### src/common/diag_defs.svh
`ifndef DIAG_DEFS_SVH
`define DIAG_DEFS_SVH

// ==========================================================================
// telegram layout
`define DIAG_TELE_LEN 16
`define DIAG_TB_ST1 4'h0
`define DIAG_TB_ST2 4'h1
`define DIAG_TB_ST3 4'h2
`define DIAG_TB_MASTER 4'h3
`define DIAG_TB_IDENT_HI 4'h4
`define DIAG_TB_IDENT_LO 4'h5
`define DIAG_TB_DEV_HDR 4'h6
`define DIAG_TB_MSG 4'h7
`define DIAG_TB_USER0 4'hb
`define DIAG_TB_LAST 4'hf

// ==========================================================================
// device-specific header and message codes
`define DIAG_DEV_LEN 6'h0a
`define DIAG_DEV_CODE 2'h0
`define DIAG_MSG_NONE 8'h00
`define DIAG_MSG_ERR_FIRST 8'h12
`define DIAG_MSG_ERR_LAST 8'h17
`define DIAG_MSG_USER_VALID 8'h40

// ==========================================================================
// user diagnostic block in the process image
`define DIAG_BLK_LEN 16'h0006
`define DIAG_BLK_STATUS_OFS 3'h0
`define DIAG_BLK_PAYLOAD_OFS 3'h1
`define DIAG_BLK_VALID_BIT 0
`define DIAG_BLK_DELETE_BIT 1
`define DIAG_BLK_IGNORE_VAL 8'h03

// ==========================================================================
// reset values
`define DIAG_STATUS_RST 8'h00
`define DIAG_PAYLOAD_RST 40'h00_0000_0000
`define DIAG_MASTER_RST 8'hff
`define DIAG_IDENT_DEFAULT 16'h0000

`endif

### src/common/diag_pkg.sv
`default_nettype none

package diag_pkg;

  // ==========================================================================
  // station condition inputs from the protocol engine
  typedef struct packed {
    logic not_ready;
    logic cfg_mismatch;
    logic unsupported;
    logic wrong_param;
    logic need_param;
    logic static_diag;
    logic resp_mon;
    logic overflow;
  } station_flags_type;

  // ==========================================================================
  // everything needed to assemble one telegram
  typedef struct packed {
    station_flags_type flags;
    logic ext_diag;
    logic freeze_seen;
    logic sync_seen;
    logic [7:0] master_addr;
    logic [15:0] ident;
    logic [7:0] msg_code;
    logic [39:0] payload;
  } tele_fields_type;

  typedef logic [15:0][7:0] telegram_type;

  // ==========================================================================
  // process image access from the cpu
  typedef struct packed {
    logic wr;
    logic rd;
    logic [15:0] addr;
    logic [7:0] wdata;
  } pi_req_type;

  typedef enum logic [1:0] {
    TX_IDLE = 2'b00,
    TX_LOAD = 2'b01,
    TX_SEND = 2'b10
  } tx_state_type;

endpackage

`default_nettype wire

### src/hw/diag_telegram_pack.sv
`timescale 1ns/1ps
`default_nettype none
`include "diag_defs.svh"

module diag_telegram_pack (
  // fields in
  input wire diag_pkg::tele_fields_type i_fields,
  // assembled telegram out
  output diag_pkg::telegram_type o_tele
);

  // ==========================================================================
  // standard section and fixed header
  always_comb begin
    o_tele = '0; // reserved bytes 8..10 stay zero
    o_tele[`DIAG_TB_ST1] = {1'b0, i_fields.flags.wrong_param, 1'b0, i_fields.flags.unsupported,
                            i_fields.ext_diag, i_fields.flags.cfg_mismatch,
                            i_fields.flags.not_ready, 1'b0};
    o_tele[`DIAG_TB_ST2] = {1'b0, 1'b0, i_fields.sync_seen, i_fields.freeze_seen,
                            i_fields.flags.resp_mon, 1'b1, i_fields.flags.static_diag,
                            i_fields.flags.need_param};
    o_tele[`DIAG_TB_ST3] = {i_fields.flags.overflow, 7'h00};
    o_tele[`DIAG_TB_MASTER] = i_fields.master_addr;
    o_tele[`DIAG_TB_IDENT_HI] = i_fields.ident[15:8];
    o_tele[`DIAG_TB_IDENT_LO] = i_fields.ident[7:0];
    o_tele[`DIAG_TB_DEV_HDR] = {`DIAG_DEV_CODE, `DIAG_DEV_LEN};
    o_tele[`DIAG_TB_MSG] = i_fields.msg_code;
    // user bytes, block byte 1 lands on telegram byte 11
    for (int k = 0; k < 5; k++) begin
      o_tele[`DIAG_TB_USER0 + k] = i_fields.payload[k*8 +: 8];
    end
  end

endmodule
`default_nettype wire

### src/hw/dp_slave_diag_builder.sv
`timescale 1ns/1ps
`default_nettype none
`include "diag_defs.svh"


module dp_slave_diag_builder #(
  parameter logic [15:0] IDENT_NUM = `DIAG_IDENT_DEFAULT // arbitrary value
) (
  // clock and reset
  input wire logic i_mclk,
  input wire logic i_arst_n,
  // cpu process image access
  input wire diag_pkg::pi_req_type i_pi,
  input wire logic [15:0] i_diag_base,
  output logic [7:0] o_pi_rdata,
  output logic o_pi_rvalid,
  // protocol engine events
  input wire diag_pkg::station_flags_type i_flags,
  input wire logic i_prm_valid,
  input wire logic [7:0] i_prm_master,
  input wire logic i_freeze_rx,
  input wire logic i_sync_rx,
  input wire logic i_err_valid,
  input wire logic [7:0] i_err_code,
  input wire logic i_err_clear,
  // telegram stream to the link
  input wire logic i_diag_req,
  input wire logic i_tx_ready,
  output logic o_tx_valid,
  output logic [7:0] o_tx_data,
  output logic o_tx_last,
  output logic o_diag_pending
);

  // ==========================================================================
  // state
  logic [7:0] status_q, status_d;
  logic [39:0] payload_q, payload_d;
  logic user_valid_q, user_valid_d;
  logic [7:0] err_q, err_d;
  logic [7:0] master_q, master_d;
  logic freeze_q, freeze_d;
  logic sync_q, sync_d;
  logic pend_q, pend_d;
  logic [7:0] rdata_q, rdata_d;
  logic rvalid_q, rvalid_d;
  diag_pkg::tx_state_type state_q, state_d;
  logic [3:0] idx_q, idx_d;
  logic valid_q, valid_d;
  logic [7:0] data_q, data_d;
  logic last_q, last_d;
  diag_pkg::telegram_type snap_q, snap_d;

  logic [15:0] ofs;
  logic hit;
  logic status_wr;
  logic [4:0] pay_wr;
  logic start_evt;
  logic err_ok;
  logic sent_done;
  diag_pkg::tele_fields_type fields;
  diag_pkg::telegram_type tele;

  // ==========================================================================
  // process image decode
  always_comb begin
    ofs = i_pi.addr - i_diag_base;
    hit = (i_pi.addr >= i_diag_base) && (ofs < `DIAG_BLK_LEN); // six bytes from base
    status_wr = i_pi.wr && hit && (ofs[2:0] == `DIAG_BLK_STATUS_OFS);
  end

  // one write strobe per user byte
  generate
    for (genvar g = 0; g < 5; g++) begin : g_pay_wr
      assign pay_wr[g] = i_pi.wr && hit && (ofs[2:0] == (`DIAG_BLK_PAYLOAD_OFS + 3'(g)));
    end
  endgenerate

  // ==========================================================================
  // user diagnostic block
  always_comb begin
    status_d = status_q;
    user_valid_d = user_valid_q;
    start_evt = 1'b0;
    if (status_wr && (i_pi.wdata != `DIAG_BLK_IGNORE_VAL)) begin // 03h leaves all alone
      status_d = i_pi.wdata;
      if (i_pi.wdata[`DIAG_BLK_DELETE_BIT]) begin
        user_valid_d = 1'b0; // deletion request
      end else if (!i_pi.wdata[`DIAG_BLK_VALID_BIT]) begin
        user_valid_d = 1'b0; // data marked invalid
      end else if (!status_q[`DIAG_BLK_VALID_BIT]) begin
        user_valid_d = 1'b1; // rising valid bit starts it
        start_evt = 1'b1;
      end
    end
  end

  // payload bytes may be rewritten at any time before a request
  always_comb begin
    payload_d = payload_q;
    for (int k = 0; k < 5; k++) begin
      if (pay_wr[k]) begin
        payload_d[k*8 +: 8] = i_pi.wdata;
      end
    end
  end

  // readback of the block, one cycle later
  always_comb begin
    rdata_d = rdata_q;
    rvalid_d = i_pi.rd && hit;
    if (i_pi.rd && hit) begin
      if (ofs[2:0] == `DIAG_BLK_STATUS_OFS) begin
        rdata_d = status_q;
      end else begin
        rdata_d = payload_q[(3'(ofs[2:0] - 3'h1)) * 8 +: 8];
      end
    end
  end

  always_ff @(posedge i_mclk or negedge i_arst_n) begin
    if (!i_arst_n) begin
      status_q <= `DIAG_STATUS_RST;
      payload_q <= `DIAG_PAYLOAD_RST;
      user_valid_q <= 1'b0;
      rdata_q <= 8'h00;
      rvalid_q <= 1'b0;
    end else begin
      status_q <= status_d;
      payload_q <= payload_d;
      user_valid_q <= user_valid_d;
      rdata_q <= rdata_d;
      rvalid_q <= rvalid_d;
    end
  end

  // ==========================================================================
  // protocol events: error code, master address, freeze and sync
  always_comb begin
    err_ok = i_err_valid && (i_err_code >= `DIAG_MSG_ERR_FIRST) && (i_err_code <= `DIAG_MSG_ERR_LAST);
    err_d = err_q;
    if (i_err_clear) begin
      err_d = `DIAG_MSG_NONE;
    end
    if (err_ok) begin
      err_d = i_err_code; // new error beats a clear in the same cycle
    end
    master_d = master_q;
    freeze_d = freeze_q;
    sync_d = sync_q;
    if (i_prm_valid) begin
      master_d = i_prm_master; // address of the parametrizing master
      freeze_d = 1'b0;
      sync_d = 1'b0;
    end
    if (i_freeze_rx) begin
      freeze_d = 1'b1;
    end
    if (i_sync_rx) begin
      sync_d = 1'b1;
    end
  end

  // pending request towards the link, set wins over the send clear
  always_comb begin
    pend_d = pend_q;
    if (sent_done) begin
      pend_d = 1'b0;
    end
    if (start_evt || err_ok) begin
      pend_d = 1'b1; // errors and new user data raise the pending request
    end
  end

  always_ff @(posedge i_mclk or negedge i_arst_n) begin
    if (!i_arst_n) begin
      err_q <= `DIAG_MSG_NONE;
      master_q <= `DIAG_MASTER_RST;
      freeze_q <= 1'b0;
      sync_q <= 1'b0;
      pend_q <= 1'b0;
    end else begin
      err_q <= err_d;
      master_q <= master_d;
      freeze_q <= freeze_d;
      sync_q <= sync_d;
      pend_q <= pend_d;
    end
  end

  // ==========================================================================
  // telegram assembly
  always_comb begin
    fields.flags = i_flags;
    fields.ext_diag = user_valid_q || (err_q != `DIAG_MSG_NONE);
    fields.freeze_seen = freeze_q;
    fields.sync_seen = sync_q;
    fields.master_addr = master_q;
    fields.ident = IDENT_NUM;
    // an error code outranks the user code so faults are never masked
    if (err_q != `DIAG_MSG_NONE) begin
      fields.msg_code = err_q;
    end else if (user_valid_q) begin
      fields.msg_code = `DIAG_MSG_USER_VALID;
    end else begin
      fields.msg_code = `DIAG_MSG_NONE;
    end
    fields.payload = payload_q;
  end

  diag_telegram_pack u_pack (
    .i_fields(fields),
    .o_tele(tele)
  );

  // ==========================================================================
  // telegram streaming
  // snapshot first so a cpu write mid-telegram cannot tear the bytes
  always_comb begin
    state_d = state_q;
    idx_d = idx_q;
    snap_d = snap_q;
    sent_done = 1'b0;
    unique case (state_q)
      diag_pkg::TX_IDLE: begin
        if (i_diag_req) begin
          snap_d = tele; // a master request is answered only in TX_IDLE, requests during a send are dropped
          idx_d = 4'h0;
          state_d = diag_pkg::TX_LOAD;
        end
      end
      diag_pkg::TX_LOAD: begin
        state_d = diag_pkg::TX_SEND;
      end
      diag_pkg::TX_SEND: begin
        if (i_tx_ready) begin
          if (idx_q == `DIAG_TB_LAST) begin
            sent_done = 1'b1; // all 16 bytes gone
            state_d = diag_pkg::TX_IDLE;
          end else begin
            idx_d = idx_q + 4'h1;
          end
        end
      end
      default: begin
        state_d = diag_pkg::TX_IDLE;
      end
    endcase
  end

  // registered stream outputs follow the next index
  always_comb begin
    valid_d = (state_d == diag_pkg::TX_SEND);
    data_d = valid_d ? snap_d[idx_d] : 8'h00;
    last_d = valid_d && (idx_d == `DIAG_TB_LAST);
  end

  always_ff @(posedge i_mclk or negedge i_arst_n) begin
    if (!i_arst_n) begin
      state_q <= diag_pkg::TX_IDLE;
      idx_q <= 4'h0;
      snap_q <= '0;
      valid_q <= 1'b0;
      data_q <= 8'h00;
      last_q <= 1'b0;
    end else begin
      state_q <= state_d;
      idx_q <= idx_d;
      snap_q <= snap_d;
      valid_q <= valid_d;
      data_q <= data_d;
      last_q <= last_d;
    end
  end

  // ==========================================================================
  // outputs
  assign o_pi_rdata = rdata_q;
  assign o_pi_rvalid = rvalid_q;
  assign o_tx_valid = valid_q;
  assign o_tx_data = data_q;
  assign o_tx_last = last_q;
  assign o_diag_pending = pend_q;

endmodule
`default_nettype wire

### config.mk
export PLATFORM = sky130hd
export DESIGN_NAME = dp_slave_diag_builder
export DESIGN_NICKNAME = d
export VERILOG_FILES = /design/src/common/diag_pkg.sv /design/src/hw/diag_telegram_pack.sv /design/src/hw/dp_slave_diag_builder.sv
export VERILOG_INCLUDE_DIRS = /design/src /design/src/common
export SDC_FILE = /design/constraint.sdc
export NUM_CORES = 1
export LEC_CHECK = 0
export BUFFER_PORTS_ARGS = -buffer_cell sky130_fd_sc_hd__buf_2
export CAP_MARGIN = 20
export CORE_MARGIN = 4
export CORE_UTILIZATION = 44
export CTS_CLUSTER_SIZE = 8
export DETAILED_ROUTE_END_ITERATION = 8
export HOLD_SLACK_MARGIN = 0.12
export SKIP_CTS_REPAIR_TIMING = 1
export SLEW_MARGIN = 20
export SYNTH_ARGS = -nofsm -noshare
export SYNTH_HDL_FRONTEND = slang
export SYNTH_SLANG_ARGS = --single-unit
### constraint.sdc
create_clock -name i_mclk -period 3.4 [get_ports i_mclk]
set_input_delay 0.68 -clock i_mclk [delete_from_list [all_inputs] [get_ports i_mclk]]
set_output_delay 0.68 -clock i_mclk [all_outputs]
set_load 0.05 [all_outputs]
Yosys cells after proc, flatten, opt, wreduce, memory -nomap -nowiden

Cells that the tools add are included.

Bits in registers: 221
Input bits: 75

Eq/ne operators: 12
Shift operators: 1
Reductions and logical operators: 23
Muxes and demuxes: 33
$add $sub $neg: 3
Magnitude comparators: 5

Operators by type and width:

| cell                | count |
|---|---|
| $mux 128            | 2 |
| $mux 8              | 6 |
| $shiftx 40x7->8     | 1 |
| $bmux 8 s4          | 1 |
| $ge 16x16->1        | 1 |
| $lt 16x3->1 const B | 1 |
| $sub 16x16->16      | 1 |
| $mux 1              | 15 |
| $logic_and 1x1->1   | 13 |
| $mux 4              | 3 |
| $eq 4x4->1 const B  | 2 |
| $ge 8x5->1 const B  | 1 |
| $le 8x5->1 const B  | 1 |
| $ne 8x2->1 const B  | 1 |
| $pmux 4 s2          | 1 |
| $reduce_bool 2->1   | 4 |
| $reduce_bool 8->1   | 1 |
| $mux 7              | 1 |
| $eq 3x2->1 const B  | 2 |
| $eq 3x3->1 const B  | 2 |
| $mux 2              | 3 |
| $pmux 2 s3          | 1 |
| $lt 4x5->1 const B  | 1 |
| $add 4x1->4 const B | 1 |
| 9 further kinds     | 11 |

Longest topological paths before layout

Gate-level depths: netlist (run 1).

Word-level depth: 9
Mapped depth: 13
Gate-level depth less buffers: 12

Modules after synthesis

A second synthesis (run 1) with hierarchy kept.

Cell total of the unflattened synthesis: 964
Area, all modules: 11908.9 um^2

Modules (own cells, without submodules):

| module                | times used | cells an instance | sequential area each (um^2) | area each (um^2) |
|---|---|---|---|---|
| dp_slave_diag_builder | 1          | 834               | 5540.3                      | 10940.5 |
| diag_telegram_pack    | 1          | 130               | 0.0                         | 968.4 |

Worst setup path before layout (run 1)

No wires, ideal clock.

Path type: input to register
Start point: input port i_pi[8] (netlist bit)
End point: register payload_q[0]
Cell stages on the path: 12
Setup slack: -202 ps
Required time: 3275 ps
Buffers on the path: 1
Data arrival time: 3478 ps
Path through: inv_1 ha_1 fa_1 and2b_2 o2111ai_4 a211oi_1 a2111oi_2 xnor2_1 or3_1 buf_6 nor4_4 mux2_2

Longest elaborated chain between the ends: 5
Elaborated cells between the ends (all ways): 7
Those cells by class: add/sub: 1; order compare: 2; eq/ne: 1; reduce/logical: 3

RTL lines:

| element                | RTL line                     | text |
|---|---|---|
| start: declaration     | dp_slave_diag_builder.sv:13  | `input wire diag_pkg::pi_req_type i_pi,` |
| $sub 16x16->16         | dp_slave_diag_builder.sv:67  | `ofs = i_pi.addr - i_diag_base;` |
| $lt 16x3->1 (no line)  | n/a                          |  |
| $logic_and 1x1->1      | dp_slave_diag_builder.sv:68  | `` hit = (i_pi.addr >= i_diag_base) && (ofs < `DIAG_BLK_LEN); `` |
| $logic_and 1x1->1      | dp_slave_diag_builder.sv:75  | `` assign pay_wr[g] = i_pi.wr && hit && (ofs[2:0] == (`DIAG_BLK_PAYLOAD_OFS + 3'(g))); `` |
| $logic_and 1x1->1 *    | dp_slave_diag_builder.sv:75  |  |
| end signal: assignment | dp_slave_diag_builder.sv:124 | `` payload_q <= `DIAG_PAYLOAD_RST; `` |
| end signal: assignment | dp_slave_diag_builder.sv:130 | `payload_q <= payload_d;` |
| end: declaration       | dp_slave_diag_builder.sv:38  | `logic [39:0] payload_q, payload_d;` |

Mark *: on every way between the ends. The rest lies on a longest branch, timed or not.
A chain may end at the register's enable or synchronous reset.

Worst setup path in the final report (run 1)

Start point: input port i_pi[8] (netlist bit)
End point: register payload_q[37]

Same word-level chain as after synthesis.

==> impl_summary.md, run 1 <==
Status
The flow ran to the end, and the final reports show no timing, DRC or antenna violations.

Worst setup path
The required time of the worst setup path is 3.82 ns. Along the worst path, the maximum fanout reaches 8. The element type at the critical path start is an input port. The kind of critical path is input port to flop. The worst path arrival time is 3.57 ns. The sort of element at the end of the critical path is a flop.

STA
Headroom to the max-slew limit came out at 47.1%. The count of pins over their slew limit is 0. Setup repair after global routing left no endpoint under its margin. The clock skew is 0.0222 ns. At the pin with the least slew margin, the transition time is 0.794 ns. The routed design could run at a clock period as short as 3.15 ns. Timing would allow up to 317 MHz.

In the finished design, the share of the clock period the worst path needs comes to 92.6%. Setup violations remaining at the end of the flow were counted as 0. The number of hold violations in the final report is 0.

Layout
The finished cells cover 13000 um^2. The ratio of cells with drive above 1 in the final layout is 25.5%. The number of cells in the finished layout apart from fillers is 1525. The number of fill cells is 2119. The area growth from synthesis to layout is 20.4%. The number of antenna diodes in the final layout is 0.

The net count of the finished layout is 1290. Measured on the finished design, the core utilization comes to 54.5%.

Synthesis
After synthesis, the largest family of logic cells by area is simple AND/OR/NAND/NOR gates. The post-synthesis async set-or-reset flop share is 100%. The cell count after synthesis came out at 1047. The Yosys step of the flow raised 0 warnings. Ranked by total cell area, the synthesized netlist is headed by dfrtp_1, nand2_1, mux2_2. The parity-gate share of the synthesized area counting xor and xnor cells is 0.488%. The dominant synthesized flop cell is dfrtp_1. The compound-cell area share of the yosys netlist is 10.6%.

Of the total synthesized cell area, the portion taken by AND, OR, NAND and NOR gates is 18.6%. The cell type with the highest aggregate area in the netlist is dfrtp_1. Ranked by instance count, the synthesized netlist is headed by nand2_1, dfrtp_1, and2_1. The number of nets handed over by synthesis was 1146. The top cell type by area accounts for 49.5% of the synthesized area.

The mapped netlist covers 10800 um^2. By instance count, the leading cell after synthesis is nand2_1. Synthesis inferred 221 register bits.

The unique cell type count in the Yosys netlist is 68. Sequential elements use 51.5% of the synthesized area. The number of enable flip-flop cells after synthesis is 0.

The average instance in the mapped netlist occupies 10.3 um^2. After synthesis, the share of cell area in mux cells is 12.5%. The synthesized netlist devotes 2.86% of its cell area to adder and majority cells.

Place
The HPWL after detailed placement is 18500 um. At the end of routability-driven placement, the weighted congestion stood at 0.861. The post-placement cell count is 1477. During placement, the flow inserted port buffers numbering 94. The area of placed instances is 12100 um^2.

Die
Once the floorplan was initialized, standard cells occupied 45.3% of the core. The initialized floorplan defines 56 standard-cell rows. The die is 164 um wide.

In this run the count of I/O pins placed on the die edge is 95. The die span in y is 164 um. The area inside the core boundary is 23800 um^2.

The die area is 27000 um^2.

CTS
The TritonCTS clock tree is yes. The clock latency at the later pin of the worst-skew pair is 0.55 ns. The CTS clock-pin slew for the worst setup and hold paths is 0.05 ns. The clock root buffer is clkbuf_16. The maximum clock path buffer count is 3.

The clock net in this run drives a total of 221 sinks. The CTS buffer count is 31. The number of H-tree levels is 1.

Global route
The initial antenna violation count was 1. Entering global routing, the biggest net connects 98 pins. The total overflow reported by the global router is 0.

The number of global-route vias before repair is 8046. Global routing used 19.6% of the available tracks across all layers. The first global-routing pass estimated 42800 um of wire.

Routing
In the final routed layout, each cell accounts on average for 17.1 um. The count of vias placed by the detailed router is 7956. The wire length after detailed routing is 26100 um. The post-route DRC violation count is 0. Once detail routing completed, the nets flagged for antenna violations numbered 0. The first TritonRoute pass finished after 4 iterations. The first routing iteration left 480 violations.

Using the TritonRoute via totals, the vias-per-cell ratio works out to 5.22.

Hold path
The path class of the tightest hold or removal check is input port to async pin.

Pwr
The power consumption is 7.94 mW. The leakage power is 6.57 nW. The worst-case vdd ir drop is 0.000452 V.

In this run the power density over the cells is 613 nW/um^2.

Run
The max-capacitance violation count is 0.
## final timing paths
check | start | to | slack, ns | depth (start not counted)
worst max register to register | idx_q[0] | o_tx_data[5] | 0.43 | 10
worst min register to register | snap_q[51] | snap_q[51] | 0.47 | 1
worst max-delay path | i_pi[8] | payload_q[37] | 0.25 | 13
min in group i_mclk | i_sync_rx | sync_q | 0.31 | 2
max in group asynchronous | i_arst_n | snap_q[47] | 2.35 | 2
worst min-delay path | i_arst_n | o_pi_rvalid | 0.14 | 1
## stage by stage
stage	TNS (ns)	worst slack (ns)	hold slack (ns)
2_1_floorplan	-0.996	-0.0524	0.384
3_3_place_gp	-10.06	-0.250	0.449
3_5_place_dp	-12.50	-0.301	0.452
4_1_cts	0	0.260	0.191
5_1_grt	0	0.0682	0.217
6_report	0	0.250	0.138
## flip-flops by register name, summed over array words and instances (netlist names)
name / cells
o_diag_pending: 1
o_tx_last: 1
master_q: 8
o_tx_data: 8
freeze_q: 1
user_valid_q: 1
status_q: 8
o_tx_valid: 1
err_q: 8
o_pi_rdata: 8
sync_q: 1
idx_q: 4
snap_q: 128
state_q: 2
o_pi_rvalid: 1
payload_q: 40
## critical path, stage by stage
cell and delay, ns:
buf_2 0.13, inv_8 0.03, ha_4 0.16, fa_2 0.35, and2b_2 0.25, o2111ai_4 0.16, a21o_2 0.25, a221oi_2 0.25
and4_1 0.28, nand4_4 0.20, nor4_4 0.24, buf_4 0.21, mux2_2 0.35
## placed cells by master, fill, tap and decap left out, types with 4 or more instances in the layout
| master | Yosys | final |
|---|---|---|
| xnor2_1 | 4 | 4 |
| nand2_1 | 260 | 260 |
| buf_4 | 0 | 66 |
| a21o_1 | 8 | 8 |
| dfrtp_1 | 213 | 213 |
| mux2_2 | 64 | 63 |
| a211oi_1 | 20 | 20 |
| nand3b_1 | 5 | 5 |
| a221oi_1 | 8 | 7 |
| mux2i_1 | 40 | 40 |
| nand4_1 | 6 | 6 |
| a21oi_1 | 22 | 22 |
| buf_12 | 0 | 8 |
| mux4_2 | 10 | 10 |
| dfstp_2 | 8 | 8 |
| nand3_1 | 12 | 12 |
| ha_1 | 23 | 22 |
| clkbuf_16 | 0 | 31 |
| o211ai_1 | 7 | 7 |
| nand2b_1 | 8 | 8 |
| nor2_1 | 20 | 20 |
| nor4_1 | 6 | 6 |
| inv_1 | 33 | 31 |
| and2_1 | 71 | 71 |
| o21ai_0 | 51 | 51 |
| buf_2 | 0 | 93 |
| o22ai_1 | 5 | 5 |
| and3_1 | 6 | 6 |
| nor3_1 | 6 | 6 |
| clkbuf_1 | 48 | 15 |
| a31oi_1 | 15 | 15 |
| o21a_1 | 4 | 4 |
## cell type report
type                    count  area [um^2]  area share (%)
repair buffers            168         1140            8.77
multi-input cells         735         4880            37.7
flip-flops and latches    221         5540            42.8
clock buffers              47          846            6.53
well taps                 319          399            3.08
inverters                  34          135            1.04
clock inverters             1         20.0           0.155
## report_power, final
| group | leakage, nW | internal (mW) | switching, mW |
|---|---|---|---|
| combinational | 3.15 | 0.829 | 1.43 |
| sequential | 3.00 | 2.82 | 0.0928 |
| clock | 0.417 | 1.68 | 1.08 |
## routing by layer
| metal | wire length [um] | up-vias | global-route usage (%) |
|---|---|---|---|
| met3 | 1010 | 32 | 2.77 |
| met1 | 12800 | 3895 | 29.1 |
| met5 | 7 | - | 0 |
| met4 | 415 | 2 | 4.16 |
| met2 | 11800 | 126 | 31.0 |
| li1 | - | 3901 | - |
## logic make-up (layout without fill, tap and decap cells)
group,Yosys count,in the layout
AOI/OAI and AO/OA,170,170
xor gates and xnor gates,6,6
adders and majority gates,24,24
buffers and inverters,91,250
DFF,221,221
muxes,114,114
and+or+nand+nor,421,421
(Power assumes the default switching activity.)
==> run 2, diff against run 1 <==
- PLACE_DENSITY: unset -> 0.69
==> impl_summary.md, run 2 (same netlist as run 1, synthesis figures left out) <==
Worst setup path
Data on the critical path is required at its endpoint by 3.82 ns. The critical path is of the input port to flop type. The maximum cell stage delay along the critical path is 0.37 ns.

For this design, the slowest cell found on the critical path is fa_2. The worst setup path is captured at a flop. The element type at the critical path start is an input port. The count of cells along the worst register-to-register path is 8.

The signal on the critical path passes through buf_2 > inv_8 > ha_4 > fa_2 > and2b_2 > o2111ai_4 > a21o_2 > a221oi_2 > and4_1 > nand4_4 > nor4_4 > buf_4 > mux2_2. The critical-path maximum fanout is 8. The worst path arrival time is 3.60 ns.

STA
The count of pins over their slew limit is 0. The worst setup margin is 0.213 ns. The final critical path takes up 93.7% of the cycle.

On the final layout, the worst clock skew is 0.0256 ns. The clock period could shrink to 3.19 ns. The pin slew with the least headroom to its limit is 0.975 ns. The worst slew margin relative to its limit is 35.0%. The minimum hold slack is 0.109 ns.

The setup-violating endpoint count in the final report is 0. Setup repair after global routing left no endpoint under its margin. The number of hold violations in the final report is 0. Based on the critical path, the design can be clocked at up to 314 MHz.

Global route
The initial antenna violation count is 0. Summed over all layers, the global routing overflow is 0. The global-route wire length before repair is 42800 um. The number of global-route vias before repair was 8219. Entering global routing, the biggest net connects 108 pins. Global routing used 19.6% of the available tracks across all layers.

Routing
In the final routed layout, each cell accounts on average for 17.1 um. Routed signal wires occupy layers up through met4. Summing over every cut layer, the via total after detailed routing is 8064. The post-route DRC violation count is 0. In the detailed route, the total length drawn on met2 is 12100 um. The wire length after detailed routing is 25800 um.

The routed design uses 1240 um of met3 wire. The first routing iteration left 561 violations. Dividing the detail-routed via count by the number of cells gives 5.33.

The count of nets left with antenna violations once routing finished came out at 0. The met1 layer wirelength in the final routing is 12000 um. The pre-antenna-repair detailed-routing pass consisted of 7 iterations.

Place
The HPWL after detailed placement is 17800 um. At the placement stage, the worst setup path has a slack of -0.328 ns. The count of input and output buffers is 94.

The weighted congestion at the end of routability-driven global placement is 0.855.

Hold path
The path type of the worst min-delay path is input port to async pin.

Layout
Counting flops per register, the top entry is snap_q. The net count of the finished layout is 1277. The ratio of cells with drive above 1 in the final layout is 24.7%. In the final layout, the registers with the most flip-flops are snap_q x128, payload_q x40. The commonest non-fill, non-tap cell in the layout is nand2_1. The register with the most flip-flops in the layout has 128 of them. In the final layout, flip-flops and latches occupy 5540 um^2. From synthesis to final layout, the design area changed by 19.4%. The number of fill cells is 2067. The library cells used most frequently in the layout, excluding fill and tap cells, are nand2_1, dfrtp_1, buf_2. The area used by multi-input combinational logic is 4880 um^2.

The number of antenna diodes in the final layout is 0.

CTS
The cell sitting at the root of the clock tree is a clkbuf_16. CTS built an H-tree with a depth of 1. The CTS clock-pin slew for the worst setup and hold paths is 0.05 ns. Clock tree synthesis found a total of 221 sinks. Buffers inserted during clock tree synthesis total 31. The clock latency at the later pin of the worst-skew pair is 0.55 ns.

The longest clock path from root to sink contains 3 buffers. The TritonCTS clock tree is yes.

Die
95 I/O pins were placed. The floorplan row count is 56. After floorplanning, the core was sized to cover 23800 um^2. From bottom edge to top edge, the die measures 164 um. The initial core utilization is 45.3%. In this run the horizontal extent of the chip is 164 um.

The die covers 27000 um^2.

Pwr
In this run the static leakage power is 6.49 nW. The portion of total power attributed to combinational logic is 27.7%. The internal portion of the total power is 5.24 mW.

The power density of the placed cells is 610 nW/um^2. The worst-case vdd ir drop is 0.000421 V. The share of total power dissipated in the clock network is 35.0%. In this run switching power makes up 33.2% of total power. The switching power total is 2.60 mW.

The sequential power share is 37.3%.

Run
Max-cap violations in this run came to 0.

Status
The run finished with clean final reports.
==> run 2: changes by cell type in the layout (fill, tap and decap cells not counted), sizes merged <==
cell / delta
buf: -13
clkbuf: -1
clkinv: +1
==> run 2: final timing paths <==
path                            start             to  slack, ns
min reg2reg                snap_q[98]     snap_q[98]       0.47
min                          i_arst_n     o_tx_valid       0.11
max reg2reg                  idx_q[0]   o_tx_data[5]       0.30
max                           i_pi[8]  payload_q[33]       0.21
max in group asynchronous    i_arst_n    master_q[6]       2.38
min in group i_mclk         i_sync_rx         sync_q       0.31
==> run 2: area by class of cell <==
| class | instances | area share [%] |
|---|---|---|
| clock inverters | 2 | 0.195 |
| multi-input cells | 735 | 38.0 |
| well taps | 319 | 3.11 |
| clock buffers | 46 | 6.48 |
| repair buffers | 155 | 7.99 |
| inverters | 34 | 1.05 |
| flip-flops and latches | 221 | 43.1 |
==> run 2: per-layer routing <==
| metal | global-route usage, % | vias to the layer above |
|---|---|---|
| li1 | - | 3879 |
| met1 | 28.5 | 3943 |
| met2 | 31.5 | 197 |
| met3 | 2.85 | 45 |
| met4 | 4.57 | 0 |
| met5 | 0 | - |
==> run 2: stage by stage <==
stage	instances	setup TNS, ns	utilization, %	total power, mW	instance area, um^2
2_1_floorplan	1047	-0.996	-	4.38	10800
3_3_place_gp	1464	-10.18	50.5	5.12	12000
3_5_place_dp	1464	-13.63	50.5	5.13	12000
4_1_cts	1512	0	54.1	7.91	12800
5_1_grt	1512	0	54.1	8.25	12800
6_report	1512	0	54.1	7.84	12800
==> run 2: power groups by stage <==
stage / registers [mW] / logic [mW] / clock network (mW)
after floorplan: 3.05 / 1.33 / 0
after detailed placement: 2.97 / 2.17 / 0
after global placement: 2.96 / 2.16 / 0
after global routing: 2.94 / 2.38 / 2.93
after CTS: 2.92 / 2.18 / 2.81
final: 2.93 / 2.17 / 2.74
==> run 2: critical path, delay by kind of cell <==
kind	cells	cell delay, ns
compound gates	3	0.65
buf+inv	3	0.38
mux	1	0.34
fa+ha+maj	2	0.52
simple gates	4	1.00
